$ cat src/design/instr_exec_regs.svh
// constants for the instruction execution subset: opcodes, fields, widths, resets
`ifndef INSTR_EXEC_REGS_SVH
`define INSTR_EXEC_REGS_SVH

// 14-bit instruction word fields
`define IW_WIDTH        14
`define IW_FADDR_MSB    6
`define IW_FADDR_LSB    0
`define IW_DEST_BIT     7
`define IW_K11_MSB      10
`define IW_K11_LSB      0
`define IW_OP6_MSB      13
`define IW_OP6_LSB      8
`define IW_OP3_MSB      13
`define IW_OP3_LSB      11

// major opcodes (upper six bits)
`define OP6_MISC        6'h00
`define OP6_CLEAR       6'h01
`define OP6_DECREMENT   6'h03
`define OP6_COMPLEMENT  6'h09
`define OP6_DEC_SKIP    6'h0B
// subroutine jump (upper three bits)
`define OP3_CALL        3'h4
// full words for fixed forms
`define IW_GUARD_CLEAR  14'h0064
`define IW_NOP          14'h0000

// destination select values
`define DEST_ACC        1'h0
`define DEST_FILE       1'h1

// widths and reset values
`define DATA_W          8
`define FADDR_W         7
`define PC_W            13
`define LATCH_W         5
`define LATCH_PAGE_MSB  4
`define LATCH_PAGE_LSB  3
`define ZERO_BYTE       8'h00
`define ONE_BYTE        8'h01
`define PC_ONE          13'h0001
`define PC_RESET        13'h0000
`define FLAG_SET        1'h1

`endif

$ cat src/design/instr_exec_pkg.sv
// types for the instruction execution subset
`default_nettype none
package instr_exec_pkg;
    // decoded operation class
    typedef enum logic [2:0] {
        OP_NONE,
        OP_GUARD_CLEAR,
        OP_CALL,
        OP_COMPLEMENT,
        OP_CLEAR_REG,
        OP_CLEAR_ACC,
        OP_DECREMENT,
        OP_DEC_SKIP
    } op_kind_t;
    // execution phase
    typedef enum logic [0:0] {
        PH_EXEC,
        PH_FLUSH
    } phase_t;
endpackage : instr_exec_pkg
`default_nettype wire

$ cat src/design/instr_decode.sv
// combinational decode of the instruction word into an operation class
`timescale 1ns/1ps
`default_nettype none
`include "instr_exec_regs.svh"
module instr_decode
    import instr_exec_pkg::*;
(
    input  wire logic [`IW_WIDTH-1:0] i_instr,   // fetched instruction word
    output op_kind_t                  o_kind     // decoded class
);
    logic [5:0] op6;  // upper six bits
    logic [2:0] op3;  // upper three bits
    assign op6 = i_instr[`IW_OP6_MSB:`IW_OP6_LSB];
    assign op3 = i_instr[`IW_OP3_MSB:`IW_OP3_LSB];

    // classify; clear with dest 0 is the accumulator clear
    always_comb begin
        o_kind = OP_NONE;
        if (i_instr == `IW_GUARD_CLEAR) begin
            o_kind = OP_GUARD_CLEAR;
        end else if (op3 == `OP3_CALL) begin
            o_kind = OP_CALL;
        end else if (op6 == `OP6_CLEAR) begin
            o_kind = i_instr[`IW_DEST_BIT] ? OP_CLEAR_REG : OP_CLEAR_ACC;
        end else if (op6 == `OP6_COMPLEMENT) begin
            o_kind = OP_COMPLEMENT;
        end else if (op6 == `OP6_DECREMENT) begin
            o_kind = OP_DECREMENT;
        end else if (op6 == `OP6_DEC_SKIP) begin
            o_kind = OP_DEC_SKIP;
        end
    end
endmodule : instr_decode
`default_nettype wire

$ cat src/design/instr_exec.sv
// execution stage for a subset of an 8-bit core instruction set
// Notes on behaviour
// - guard clear zeroes timer and prescaler
// - guard clear sets expiry and sleep flags
// - subroutine jump pushes pc plus one
// - jump loads k and page latch bits
// - jump takes two cycles, flags kept
// - complement inverts register, updates zero only
// - dest bit zero accumulator, one register
// - register clear writes zero, sets zero
// - decrement stores result, updates zero only
// - accumulator clear zeroes it, sets zero
// - decrement skip on zero flushes next
// - nonzero result runs next normally
`timescale 1ns/1ps
`default_nettype none
`include "instr_exec_regs.svh"
module instr_exec
    import instr_exec_pkg::*;
(
    input  wire logic [`IW_WIDTH-1:0] i_instr,          // instruction word from fetch
    input  wire logic                 i_instr_valid,    // word valid this cycle
    input  wire logic [`DATA_W-1:0]   i_file_rdata,     // addressed register contents
    input  wire logic [`LATCH_W-1:0]  i_page_latch_high,// page latch register
    input  wire logic                 i_mclk,           // core clock
    input  wire logic                 i_rst,            // sync reset, high
    output logic [`FADDR_W-1:0]       o_file_addr,      // file read/write address
    output logic                      o_file_we,        // file write strobe
    output logic [`DATA_W-1:0]        o_file_wdata,     // file write data
    output logic [`DATA_W-1:0]        o_acc,            // accumulator
    output logic                      o_zero_flag,      // result-null flag
    output logic                      o_guard_expiry_flag, // expiry status bit
    output logic                      o_sleep_entry_flag,  // power-down status bit
    output logic                      o_guard_timer_clear, // timer and prescaler clear
    output logic [`PC_W-1:0]          o_pc,             // program counter
    output logic                      o_stack_push,     // push strobe
    output logic [`PC_W-1:0]          o_stack_head,     // value pushed
    output logic                      o_busy            // second cycle in progress
);
    op_kind_t               kind;      // decoded class
    logic                   dest;      // destination select
    logic [`DATA_W-1:0]     dec_val;   // register minus one
    logic                   exec;      // instruction executes this cycle
    phase_t                 ph_q, ph_d;
    logic [`DATA_W-1:0]     acc_q, acc_d;
    logic                   z_q, z_d;
    logic                   to_q, to_d;
    logic                   pd_q, pd_d;
    logic [`PC_W-1:0]       pc_q, pc_d;
    logic                   we_d, we_q;
    logic [`DATA_W-1:0]     wd_d, wd_q;
    logic                   gclr_d, gclr_q;
    logic                   push_d, push_q;
    logic [`PC_W-1:0]       head_d, head_q;

    // operation classifier
    instr_decode u_decode (
        .i_instr (i_instr),
        .o_kind  (kind)
    );

    assign dest    = i_instr[`IW_DEST_BIT];
    assign dec_val = i_file_rdata - `ONE_BYTE;
    assign exec    = i_instr_valid && (ph_q == PH_EXEC);
    // address presented combinationally so the read data is current
    assign o_file_addr = i_instr[`IW_FADDR_MSB:`IW_FADDR_LSB];

    // next-state for all execution state
    always_comb begin
        ph_d   = PH_EXEC;
        acc_d  = acc_q;
        z_d    = z_q;
        to_d   = to_q;
        pd_d   = pd_q;
        pc_d   = pc_q;
        we_d   = 1'b0;
        wd_d   = wd_q;
        gclr_d = 1'b0;
        push_d = 1'b0;
        head_d = head_q;
        if (exec) begin
            pc_d = pc_q + `PC_ONE;
            unique case (kind)
                OP_GUARD_CLEAR: begin
                    gclr_d = 1'b1;
                    to_d   = `FLAG_SET;
                    pd_d   = `FLAG_SET;
                end
                OP_CALL: begin
                    push_d = 1'b1;
                    head_d = pc_q + `PC_ONE;
                    pc_d   = {i_page_latch_high[`LATCH_PAGE_MSB:`LATCH_PAGE_LSB],
                              i_instr[`IW_K11_MSB:`IW_K11_LSB]};
                    ph_d   = PH_FLUSH;
                end
                OP_COMPLEMENT: begin
                    z_d = (~i_file_rdata == `ZERO_BYTE);
                    if (dest == `DEST_FILE) begin
                        we_d = 1'b1;
                        wd_d = ~i_file_rdata;
                    end else begin
                        acc_d = ~i_file_rdata;
                    end
                end
                OP_CLEAR_REG: begin
                    we_d = 1'b1;
                    wd_d = `ZERO_BYTE;
                    z_d  = `FLAG_SET;
                end
                OP_CLEAR_ACC: begin
                    acc_d = `ZERO_BYTE;
                    z_d   = `FLAG_SET;
                end
                OP_DECREMENT: begin
                    z_d = (dec_val == `ZERO_BYTE);
                    if (dest == `DEST_FILE) begin
                        we_d = 1'b1;
                        wd_d = dec_val;
                    end else begin
                        acc_d = dec_val;
                    end
                end
                OP_DEC_SKIP: begin
                    if (dest == `DEST_FILE) begin
                        we_d = 1'b1;
                        wd_d = dec_val;
                    end else begin
                        acc_d = dec_val;
                    end
                    // zero result flushes the next word; nonzero runs it
                    if (dec_val == `ZERO_BYTE) begin
                        ph_d = PH_FLUSH;
                    end else begin
                        ph_d = PH_EXEC;
                    end
                end
                OP_NONE: begin
                    // other instructions lie outside this block
                end
            endcase
        end else if (ph_q == PH_FLUSH && i_instr_valid) begin
            // the discarded word acts as a no-op but still advances the pc
            pc_d = pc_q + `PC_ONE;
        end else if (ph_q == PH_FLUSH) begin
            ph_d = PH_FLUSH;
        end
    end

    // state registers
    always_ff @(posedge i_mclk) begin
        if (i_rst) begin
            ph_q   <= PH_EXEC;
            acc_q  <= `ZERO_BYTE;
            z_q    <= 1'b0;
            to_q   <= `FLAG_SET;
            pd_q   <= `FLAG_SET;
            pc_q   <= `PC_RESET;
            we_q   <= 1'b0;
            wd_q   <= `ZERO_BYTE;
            gclr_q <= 1'b0;
            push_q <= 1'b0;
            head_q <= `PC_RESET;
        end else begin
            ph_q   <= ph_d;
            acc_q  <= acc_d;
            z_q    <= z_d;
            to_q   <= to_d;
            pd_q   <= pd_d;
            pc_q   <= pc_d;
            we_q   <= we_d;
            wd_q   <= wd_d;
            gclr_q <= gclr_d;
            push_q <= push_d;
            head_q <= head_d;
        end
    end

    assign o_file_we           = we_q;
    assign o_file_wdata        = wd_q;
    assign o_acc               = acc_q;
    assign o_zero_flag         = z_q;
    assign o_guard_expiry_flag = to_q;
    assign o_sleep_entry_flag  = pd_q;
    assign o_guard_timer_clear = gclr_q;
    assign o_pc                = pc_q;
    assign o_stack_push        = push_q;
    assign o_stack_head        = head_q;
    assign o_busy              = (ph_q == PH_FLUSH);

    // assertions
    a_guard_clear_pulse: assert property (@(posedge i_mclk) disable iff (i_rst)
        exec && kind == OP_GUARD_CLEAR |=> o_guard_timer_clear)
        else $error("guard clear did not pulse timer clear");
    a_guard_flags_set: assert property (@(posedge i_mclk) disable iff (i_rst)
        exec && kind == OP_GUARD_CLEAR |=> o_guard_expiry_flag && o_sleep_entry_flag)
        else $error("guard clear did not set status flags");
    a_call_push_addr: assert property (@(posedge i_mclk) disable iff (i_rst)
        exec && kind == OP_CALL |=> o_stack_push && o_stack_head == $past(pc_q) + `PC_ONE)
        else $error("call pushed wrong return address");
    a_call_target_pc: assert property (@(posedge i_mclk) disable iff (i_rst)
        exec && kind == OP_CALL |=> o_pc == {
            $past(i_page_latch_high[`LATCH_PAGE_MSB:`LATCH_PAGE_LSB]),
            $past(i_instr[`IW_K11_MSB:`IW_K11_LSB])})
        else $error("call loaded wrong target");
    a_call_two_cycle: assert property (@(posedge i_mclk) disable iff (i_rst)
        exec && kind == OP_CALL |=> o_busy && $stable(o_zero_flag))
        else $error("call not two cycles or flags changed");
    a_comp_result_dest: assert property (@(posedge i_mclk) disable iff (i_rst)
        exec && kind == OP_COMPLEMENT && dest |=> o_file_we
            && o_file_wdata == ~$past(i_file_rdata) && o_zero_flag == (o_file_wdata == 8'h00))
        else $error("complement result or zero flag wrong");
    a_dest_acc_route: assert property (@(posedge i_mclk) disable iff (i_rst)
        exec && kind == OP_DECREMENT && !dest |=> !o_file_we
            && o_acc == $past(i_file_rdata) - 8'h01)
        else $error("decrement to accumulator misrouted");
    a_clear_reg_zero: assert property (@(posedge i_mclk) disable iff (i_rst)
        exec && kind == OP_CLEAR_REG |=> o_file_we && o_file_wdata == 8'h00 && o_zero_flag)
        else $error("register clear wrong");
    a_dec_zero_flag: assert property (@(posedge i_mclk) disable iff (i_rst)
        exec && kind == OP_DECREMENT |=> o_zero_flag == ($past(i_file_rdata) == 8'h01))
        else $error("decrement zero flag wrong");
    a_clear_acc_zero: assert property (@(posedge i_mclk) disable iff (i_rst)
        exec && kind == OP_CLEAR_ACC |=> o_acc == 8'h00 && o_zero_flag)
        else $error("accumulator clear wrong");
    a_skip_on_zero: assert property (@(posedge i_mclk) disable iff (i_rst)
        exec && kind == OP_DEC_SKIP && i_file_rdata == 8'h01 |=> o_busy
            && $stable(o_zero_flag))
        else $error("skip not taken on zero");
    a_no_skip_nonzero: assert property (@(posedge i_mclk) disable iff (i_rst)
        exec && kind == OP_DEC_SKIP && i_file_rdata != 8'h01 |=> !o_busy)
        else $error("skip taken on nonzero");
    a_addr_field: assert property (@(posedge i_mclk) disable iff (i_rst)
        o_file_addr == i_instr[`IW_FADDR_MSB:`IW_FADDR_LSB])
        else $error("file address field wrong");

    c_call_seen: cover property (@(posedge i_mclk) exec && kind == OP_CALL);
    c_skip_taken: cover property (@(posedge i_mclk) exec && kind == OP_DEC_SKIP && dec_val == 8'h00);
    c_guard_clear: cover property (@(posedge i_mclk) exec && kind == OP_GUARD_CLEAR);
    c_comp_to_acc: cover property (@(posedge i_mclk) exec && kind == OP_COMPLEMENT && !dest);
endmodule : instr_exec
`default_nettype wire

$ cat config.mk
export PLATFORM = sky130hd
export DESIGN_NAME = instr_exec
export DESIGN_NICKNAME = d
export VERILOG_FILES = /design/src/design/instr_exec_pkg.sv /design/src/design/instr_decode.sv /design/src/design/instr_exec.sv
export VERILOG_INCLUDE_DIRS = /design/src /design/src/design
export SDC_FILE = /design/constraint.sdc
export NUM_CORES = 1
export LEC_CHECK = 0
export ABC_AREA = 1
export BUFFER_PORTS_ARGS = -buffer_cell sky130_fd_sc_hd__buf_2
export CAP_MARGIN = 20
export CORE_ASPECT_RATIO = 0.7
export CORE_MARGIN = 8
export CORE_UTILIZATION = 53
export CTS_BUF_LIST = sky130_fd_sc_hd__clkbuf_8
export CTS_CLUSTER_SIZE = 20
export DETAILED_ROUTE_END_ITERATION = 7
export PLACE_DENSITY = 0.85
export SLEW_MARGIN = 20
export SYNTH_ARGS = -nofsm -noshare
export SYNTH_HDL_FRONTEND = slang
export SYNTH_HIERARCHICAL = 1
export SYNTH_SLANG_ARGS = --single-unit
$ cat constraint.sdc
create_clock -name i_mclk -period 2.2 [get_ports i_mclk]
set_input_delay 0.44 -clock i_mclk [delete_from_list [all_inputs] [get_ports i_mclk]]
set_output_delay 0.44 -clock i_mclk [all_outputs]
set_load 0.1 [all_outputs]
==> summary.md, run 1 <==
| Metric | Value |
|---|---|
| Crit path largest cell delay | 0.23 ns |
| Arrival time at the worst endpoint | 2.16 ns |
| FP Rows | 22 |
| Post-route DRC | 0 |
| Total congestion overflow | 0 |
| Utilization after layout | around 65% |
| Crit path launch type | primary input |
| Reg2Reg Setup Slack | between 0.5 and 0.6 ns |
| Setup crit end kind | register |
| Die area | 7770 µm² |
| Crit path max-delay family | simple AND/OR/NAND/NOR gates |
| Ports | 86 |
| DRT Pass-1 Iters | 5 |
| DIE HEIGHT | 76.2 µm |
| Worst slack, placed | -0.00329 ns |
| Postcts setup bufs | 0 |
| PortBufs | 80 |
| Status | finished, final reports clean |
| Hold Path Sink | o_pc[6] |
| Post-synth top flop | dfxtp_1 |
| Maximum fanout along the worst path | 8 |
| Root Buffer | clkbuf_8 |
| Flops & latches, synth | 47 |
| Worst R2R Path Depth | 8 |
| Power Total | 0.00204 W |
| Worst hold path type | primary input to register |
| Post-synth EDFFs | 0 |
| Clock Skews | 0.00951 ns |
| Starting Density | between 50% and 60% |
| Synth-to-Final Area Change | 20.5% |
| Fmax | 521 MHz |
| Period utilization | 87.2% |
| Worst-Skew Late Latency | 0.31 ns |
| RSZ-0062 raised after global routing | no |
| Max-cap viol count | 0 |
| Die X-Extent | 102 µm |
| Routability cong. | 0.926 |
| Layout cell share with drive strength beyond 1 | between 20% and 30% |
| Antenna viol nets, final | 0 |
| Synthesized instance count | about 400 |
| Most frequent cells in the layout | buf_2, nand2_1, dfxtp_1 |
| CTS buffer count | 5 |
| Final setup violation count | 0 |
| Max-slew violations | 0 |
| Hold depth | 3 |
| Vias per cell | 5.15 |
| RR Endpoint | o_stack_head[10] |
| Cell depth of the worst setup path | 13 |
| WP data required | ~2.4 ns |
| Starting DRC count in detailed routing | between 200 and 300 |
| Top cell type's share of synthesized area | roughly 34% |
| Post-layout min period | between 1.5 and 2 ns |
| Most common cell after layout, fill and taps aside | buf_2 |
| DP Area | about 3200 µm² |
| Final Hold Fails | 0 |
| First-pass GRT wire length | between 10 and 15 mm |
| Post-DP HPWL | 6.22 mm |
| Leak pwr | 1.66 nW |
| Mapped Area | 2740 µm² |
| Core ar. | 5120 µm² |
| Pwr dens | between 600 and 700 nW/µm² |
| Clock Tree Buf Depth | 2 |
| Vias in the first global route | roughly 2600 |
| TritonCTS clock tree | built |
| Initial antenna violation count | 0 |
| Final net count | 520 |
| Area contributors post-synth | dfxtp_1, nand2_1, a21oi_1 |
| Sequential area share after synthesis | 34.3% |
| Critical Path Most Common Cell | nand2_1 |
| Ys async rst share | 0% |
| WL final | 7.86 mm |
| Worst Setup Path Type | primary input to register |
| Yosys cell types | 37 |
| Buf/Inv on CP | 3 |
| PostCTS Resize Cnt | 0 |
| Critical path, cell by cell | buf_2 > nor2_2 > nand3_1 > nand2_1 > nand2_1 > nand2_1 > nand2_2 > inv_2 > o21ai_2 > nor2_2 > buf_4 > o21ai_1 > a21oi_1 |
| Htree depth | 2 |
| CTS sink cnt | 47 |
| Final setup margin | 0.281 ns |
| Vias | 2881 |
| Syn Area/Cell | 6.79 µm² |
| CTS clk-pin slew, worst paths | 0.10 ns |
| Worst R2R Start | o_pc[0] |
| Post-Layout Inst Area | 3310 µm² |
| Largest net degree at the start of global routing | 21 |
| CP max-delay cell | nor2_2 |
| Worst VDD drop | 0.469 mV |
| GRT Resource Usage Total | roughly 20% |
| Antenna cells | 0 |
| Hold Crit Start | i_instr[6] |
| Synth area leader | dfxtp_1 |
| Hold_buf cts | 0 |
| Synth warn | 6 |
| DR WL/cell | 14.1 µm |
==> layout make-up <==
type / instances / area (µm²)
repair buffers: 98 / 536
flip-flops and latches: 47 / 941
inverters: 53 / 199
clock buffers: 5 / 68.8
clock inverters: 3 / 27.5
multi-input cells: 281 / 1450
well taps: 72 / 90.1
fillers: 482 / 1810
==> flip-flops by register name (all words and copies together) (netlist names) <==
register             count
o_pc                    13
o_file_we                1
o_stack_head            13
o_busy                   1
o_stack_push             1
o_guard_timer_clear      1
o_file_wdata             8
o_zero_flag              1
o_acc                    8
==> per-layer routing <==
metal	global-route usage (%)	part of all wire, %	vias up
li1	-	-	1482
met4	4.96	0.70	0
met3	3.83	8.7	6
met2	27.9	41	112
met1	29.0	50	1281
met5	0	0	-
==> worst max path at each step <==
stage,startpoint,slack [ns],end
after floorplan,o_pc[0],0.008,o_stack_head[12]
after global placement,i_instr[1],0.08,o_file_wdata[7]
after detailed placement,i_instr[12],-0.003,o_file_wdata[3]
after CTS,i_instr[12],0.32,o_file_wdata[3]
after global routing,i_instr[12],0.12,o_file_wdata[6]
final,i_instr[12],0.28,o_file_wdata[3]
==> cells in the mapped netlist (all sizes together), types with 4 or more instances <==
master / count
nand2: 76
ha: 4
nor3: 5
buf: 16
xor2: 4
o21ai: 36
a31oi: 5
nand3: 34
clkbuf: 8
inv: 53
nor2: 53
o211ai: 13
a21oi: 34
dfxtp: 47
==> power by group <==
group / switching (W) / internal [W] / total (W)
Combinational: 0.000454 / 0.000113 / 0.000567
Sequential: 0.0000268 / 0.000881 / 0.000908
Clock: 0.000326 / 0.000236 / 0.000562
==> tightest hold or removal path, delay by kind of cell <==
kind / cells / cell delay (ns)
buffers and inverters: 1 / 0.12
and+or+nand+nor: 1 / 0.06
AOI/OAI and AO/OA: 1 / 0.07
==> stage by stage <==
stage	hold slack, ns	TNS, ns	cells
2_1_floorplan	0.588	0	405
5_1_grt	0.416	0	559
3_3_place_gp	0.467	0	551
6_report	0.414	0	559
4_1_cts	0.416	0	559
3_5_place_dp	0.477	-0.00329	551
==> kinds of logic (layout without fill, tap and decap cells) <==
group	Yosys count	in the layout	synth area share, %
XOR/XNOR	6	6	1.92
adder cells (fa/ha/maj)	4	4	1.82
buffers and inverters	77	159	13.2
flip-flops	47	47	34.3
AND/OR/NAND/NOR	176	176	28.7
other	1	2	0.137
AO/OA/AOI/OAI	93	93	19.9
No activity file was read; power rests on OpenSTA's default activity.
==> run 2, diff against run 1 <==
CORE_MARGIN = default   (was 8)
==> summary.md, run 2 (synthesized netlist as in run 1, its figures left out) <==
| Metric | Value |
|---|---|
| Die area | 5470 µm² (was 7770 µm²) |
| Ports | 86 (unchanged) |
| Crit path max-delay family | simple AND/OR/NAND/NOR gates (unchanged) |
| Final Hold Fails | 0 (unchanged) |
| Antenna cells | 0 (unchanged) |
| Htree depth | 2 (unchanged) |
| Worst slack, placed | 0.0205 ns (was -0.00329 ns) |
| Vias per cell | 5.34 (was 5.15) |
| GRT Resource Usage Total | 28.2% (was 19.6%) |
| Pwr dens | 611 nW/µm² (was 616 nW/µm²) |
| Critical Path Most Common Cell | nand2_1 (unchanged) |
| Vias | 2944 (was 2881) |
| Largest net degree at the start of global routing | 23 (was 21) |
| WL final | 7.31 mm (was 7.86 mm) |
| Storage cell area | 941 µm² (unchanged) |
| Postcts setup bufs | 0 (unchanged) |
| TritonCTS clock tree | built (unchanged) |
| Starting DRC count in detailed routing | 298 (was 275) |
| Maximum fanout along the worst path | 8 (unchanged) |
| Status | finished, final reports clean (unchanged) |
| Max-cap viol count | 0 (unchanged) |
| Area taken by multi-input logic gates | 1450 µm² (unchanged) |
| Fmax | 520 MHz (was 521 MHz) |
| Post-layout min period | 1.92 ns (about the same) |
| Die X-Extent | 88 µm (was 102 µm) |
| Setup crit end kind | register (unchanged) |
| Post-DP HPWL | 5.55 mm (was 6.22 mm) |
| Routability cong. | 0.961 (was 0.926) |
| DR WL/cell | 13.3 µm (was 14.1 µm) |
| DIE HEIGHT | 62.2 µm (was 76.2 µm) |
| WP data required | 2.44 ns (about the same) |
| PostCTS Resize Cnt | 0 (unchanged) |
| Root Buffer | clkbuf_8 (unchanged) |
| Arrival time at the worst endpoint | 2.16 ns (about the same) |
| DRT Pass-1 Iters | 5 (unchanged) |
| First-pass GRT wire length | 12.1 mm (was 12.6 mm) |
| Most frequent cells in the layout | buf_2, nand2_1, dfxtp_1 (unchanged) |
| Core ar. | 4890 µm² (was 5120 µm²) |
| Vias in the first global route | 2577 (was 2642) |
| Crit path largest cell delay | 0.21 ns (was 0.23 ns) |
| TNS Setup | 0 ns (unchanged) |
| Reg2Reg Setup Slack | 0.54 ns (was 0.55 ns) |
| CTS clk-pin slew, worst paths | 0.10 ns (about the same) |
| Worst VDD drop | 0.402 mV (was 0.469 mV) |
| Post-route DRC | 0 (unchanged) |
| Buf/Inv on CP | 3 (unchanged) |
| Most common cell after layout, fill and taps aside | buf_2 (unchanged) |
| Antenna viol nets, final | 0 (unchanged) |
| Synth-to-Final Area Change | 19.7% (was 20.5%) |
| Hold_buf cts | 0 (unchanged) |
| CTS sink cnt | 47 (unchanged) |
| Final setup margin | 0.278 ns (was 0.281 ns) |
| Total congestion overflow | 0 (unchanged) |
| Period utilization | 87.4% (was 87.2%) |
| FP Rows | 21 (was 22) |
| Fill cells | 453 (was 482) |
| Final setup violation count | 0 (unchanged) |
| Worst-Skew Late Latency | 0.30 ns (was 0.31 ns) |
| CTS buffer count | 5 (unchanged) |
| Clock Skews | 0.00429 ns (was 0.00951 ns) |
| Worst Setup Path Type | primary input to register (unchanged) |
| RSZ-0062 raised after global routing | no (unchanged) |
| Starting Density | 56.1% (was 53.6%) |
| Leak pwr | 1.64 nW (was 1.66 nW) |
| Worst hold path type | primary input to register (unchanged) |
| Layout cell share with drive strength beyond 1 | 28.2% (was 29.2%) |
| PortBufs | 80 (unchanged) |
| Initial antenna violation count | 0 (unchanged) |
| Max-slew violations | 0 (unchanged) |
| Critical path, cell by cell | buf_2 > nor2_1 > nand3_1 > nor2_4 > nand2_1 > nand2_1 > nand2_2 > inv_2 > o21ai_2 > nor2_2 > buf_4 > o21ai_1 > a21oi_1 (was buf_2 > nor2_2 > nand3_1 > nand2_1 > nand2_1 > nand2_1 > nand2_2 > inv_2 > o21ai_2 > nor2_2 > buf_4 > o21ai_1 > a21oi_1) |
| Crit path launch type | primary input (unchanged) |
| Final net count | 515 (was 520) |
| CP max-delay cell | buf_4 (was nor2_2) |
| Clock Tree Buf Depth | 2 (unchanged) |
==> run 2: metal layers <==
layer | vias to the layer above | wire [µm] | global-route usage [%]
met4 | 0 | 44 | 5.33
met1 | 1320 | 3600 | 44.4
li1 | 1467 | - | -
met2 | 153 | 2950 | 39.1
met3 | 4 | 718 | 5.72
met5 | - | 0 | 0
==> run 2: final timing paths <==
check | start | to | depth (start not counted)
worst min-delay path | i_instr[5] | o_pc[5] | 3
worst max register to register | o_pc[0] | o_stack_head[10] | 8
worst max-delay path | i_instr[1] | o_file_wdata[5] | 13
worst min register to register | o_file_wdata[0] | o_file_wdata[0] | 2
==> run 2: final cells by class <==
type / count / share of cell area, %
Multi-Input combinational cell: 281 / 44.0
Tap cell: 69 / 2.63
Inverter: 53 / 6.06
Sequential cell: 47 / 28.7
Timing Repair Buffer: 93 / 15.9
Clock buffer: 5 / 2.10
Clock inverter: 3 / 0.610
==> run 2: worst min-delay path: stages <==
cell	delay (ns)
buf_2	0.11
nand2_1	0.06
a31oi_1	0.07
==> run 2: report_power, final <==
group	internal (W)	leakage (nW)	switching, W
sequential	0.000881	0.382	0.0000273
clock	0.000224	0.0460	0.000312
combinational	0.000112	1.21	0.000449
total	0.00122	1.64	0.000789
==> run 2: metrics by stage <==
step | hold slack [ns] | util, % | total power [W] | instances | cell area, µm²
floorplan | 0.588 | - | 0.00138 | 405 | 2750
global placement | 0.464 | 65.4 | 0.00148 | 543 | 3190
detailed placement | 0.462 | 65.4 | 0.00148 | 543 | 3190
CTS | 0.423 | 67.2 | 0.00200 | 551 | 3280
global route | 0.426 | 67.2 | 0.00209 | 551 | 3280
finish | 0.425 | 67.2 | 0.00201 | 551 | 3280
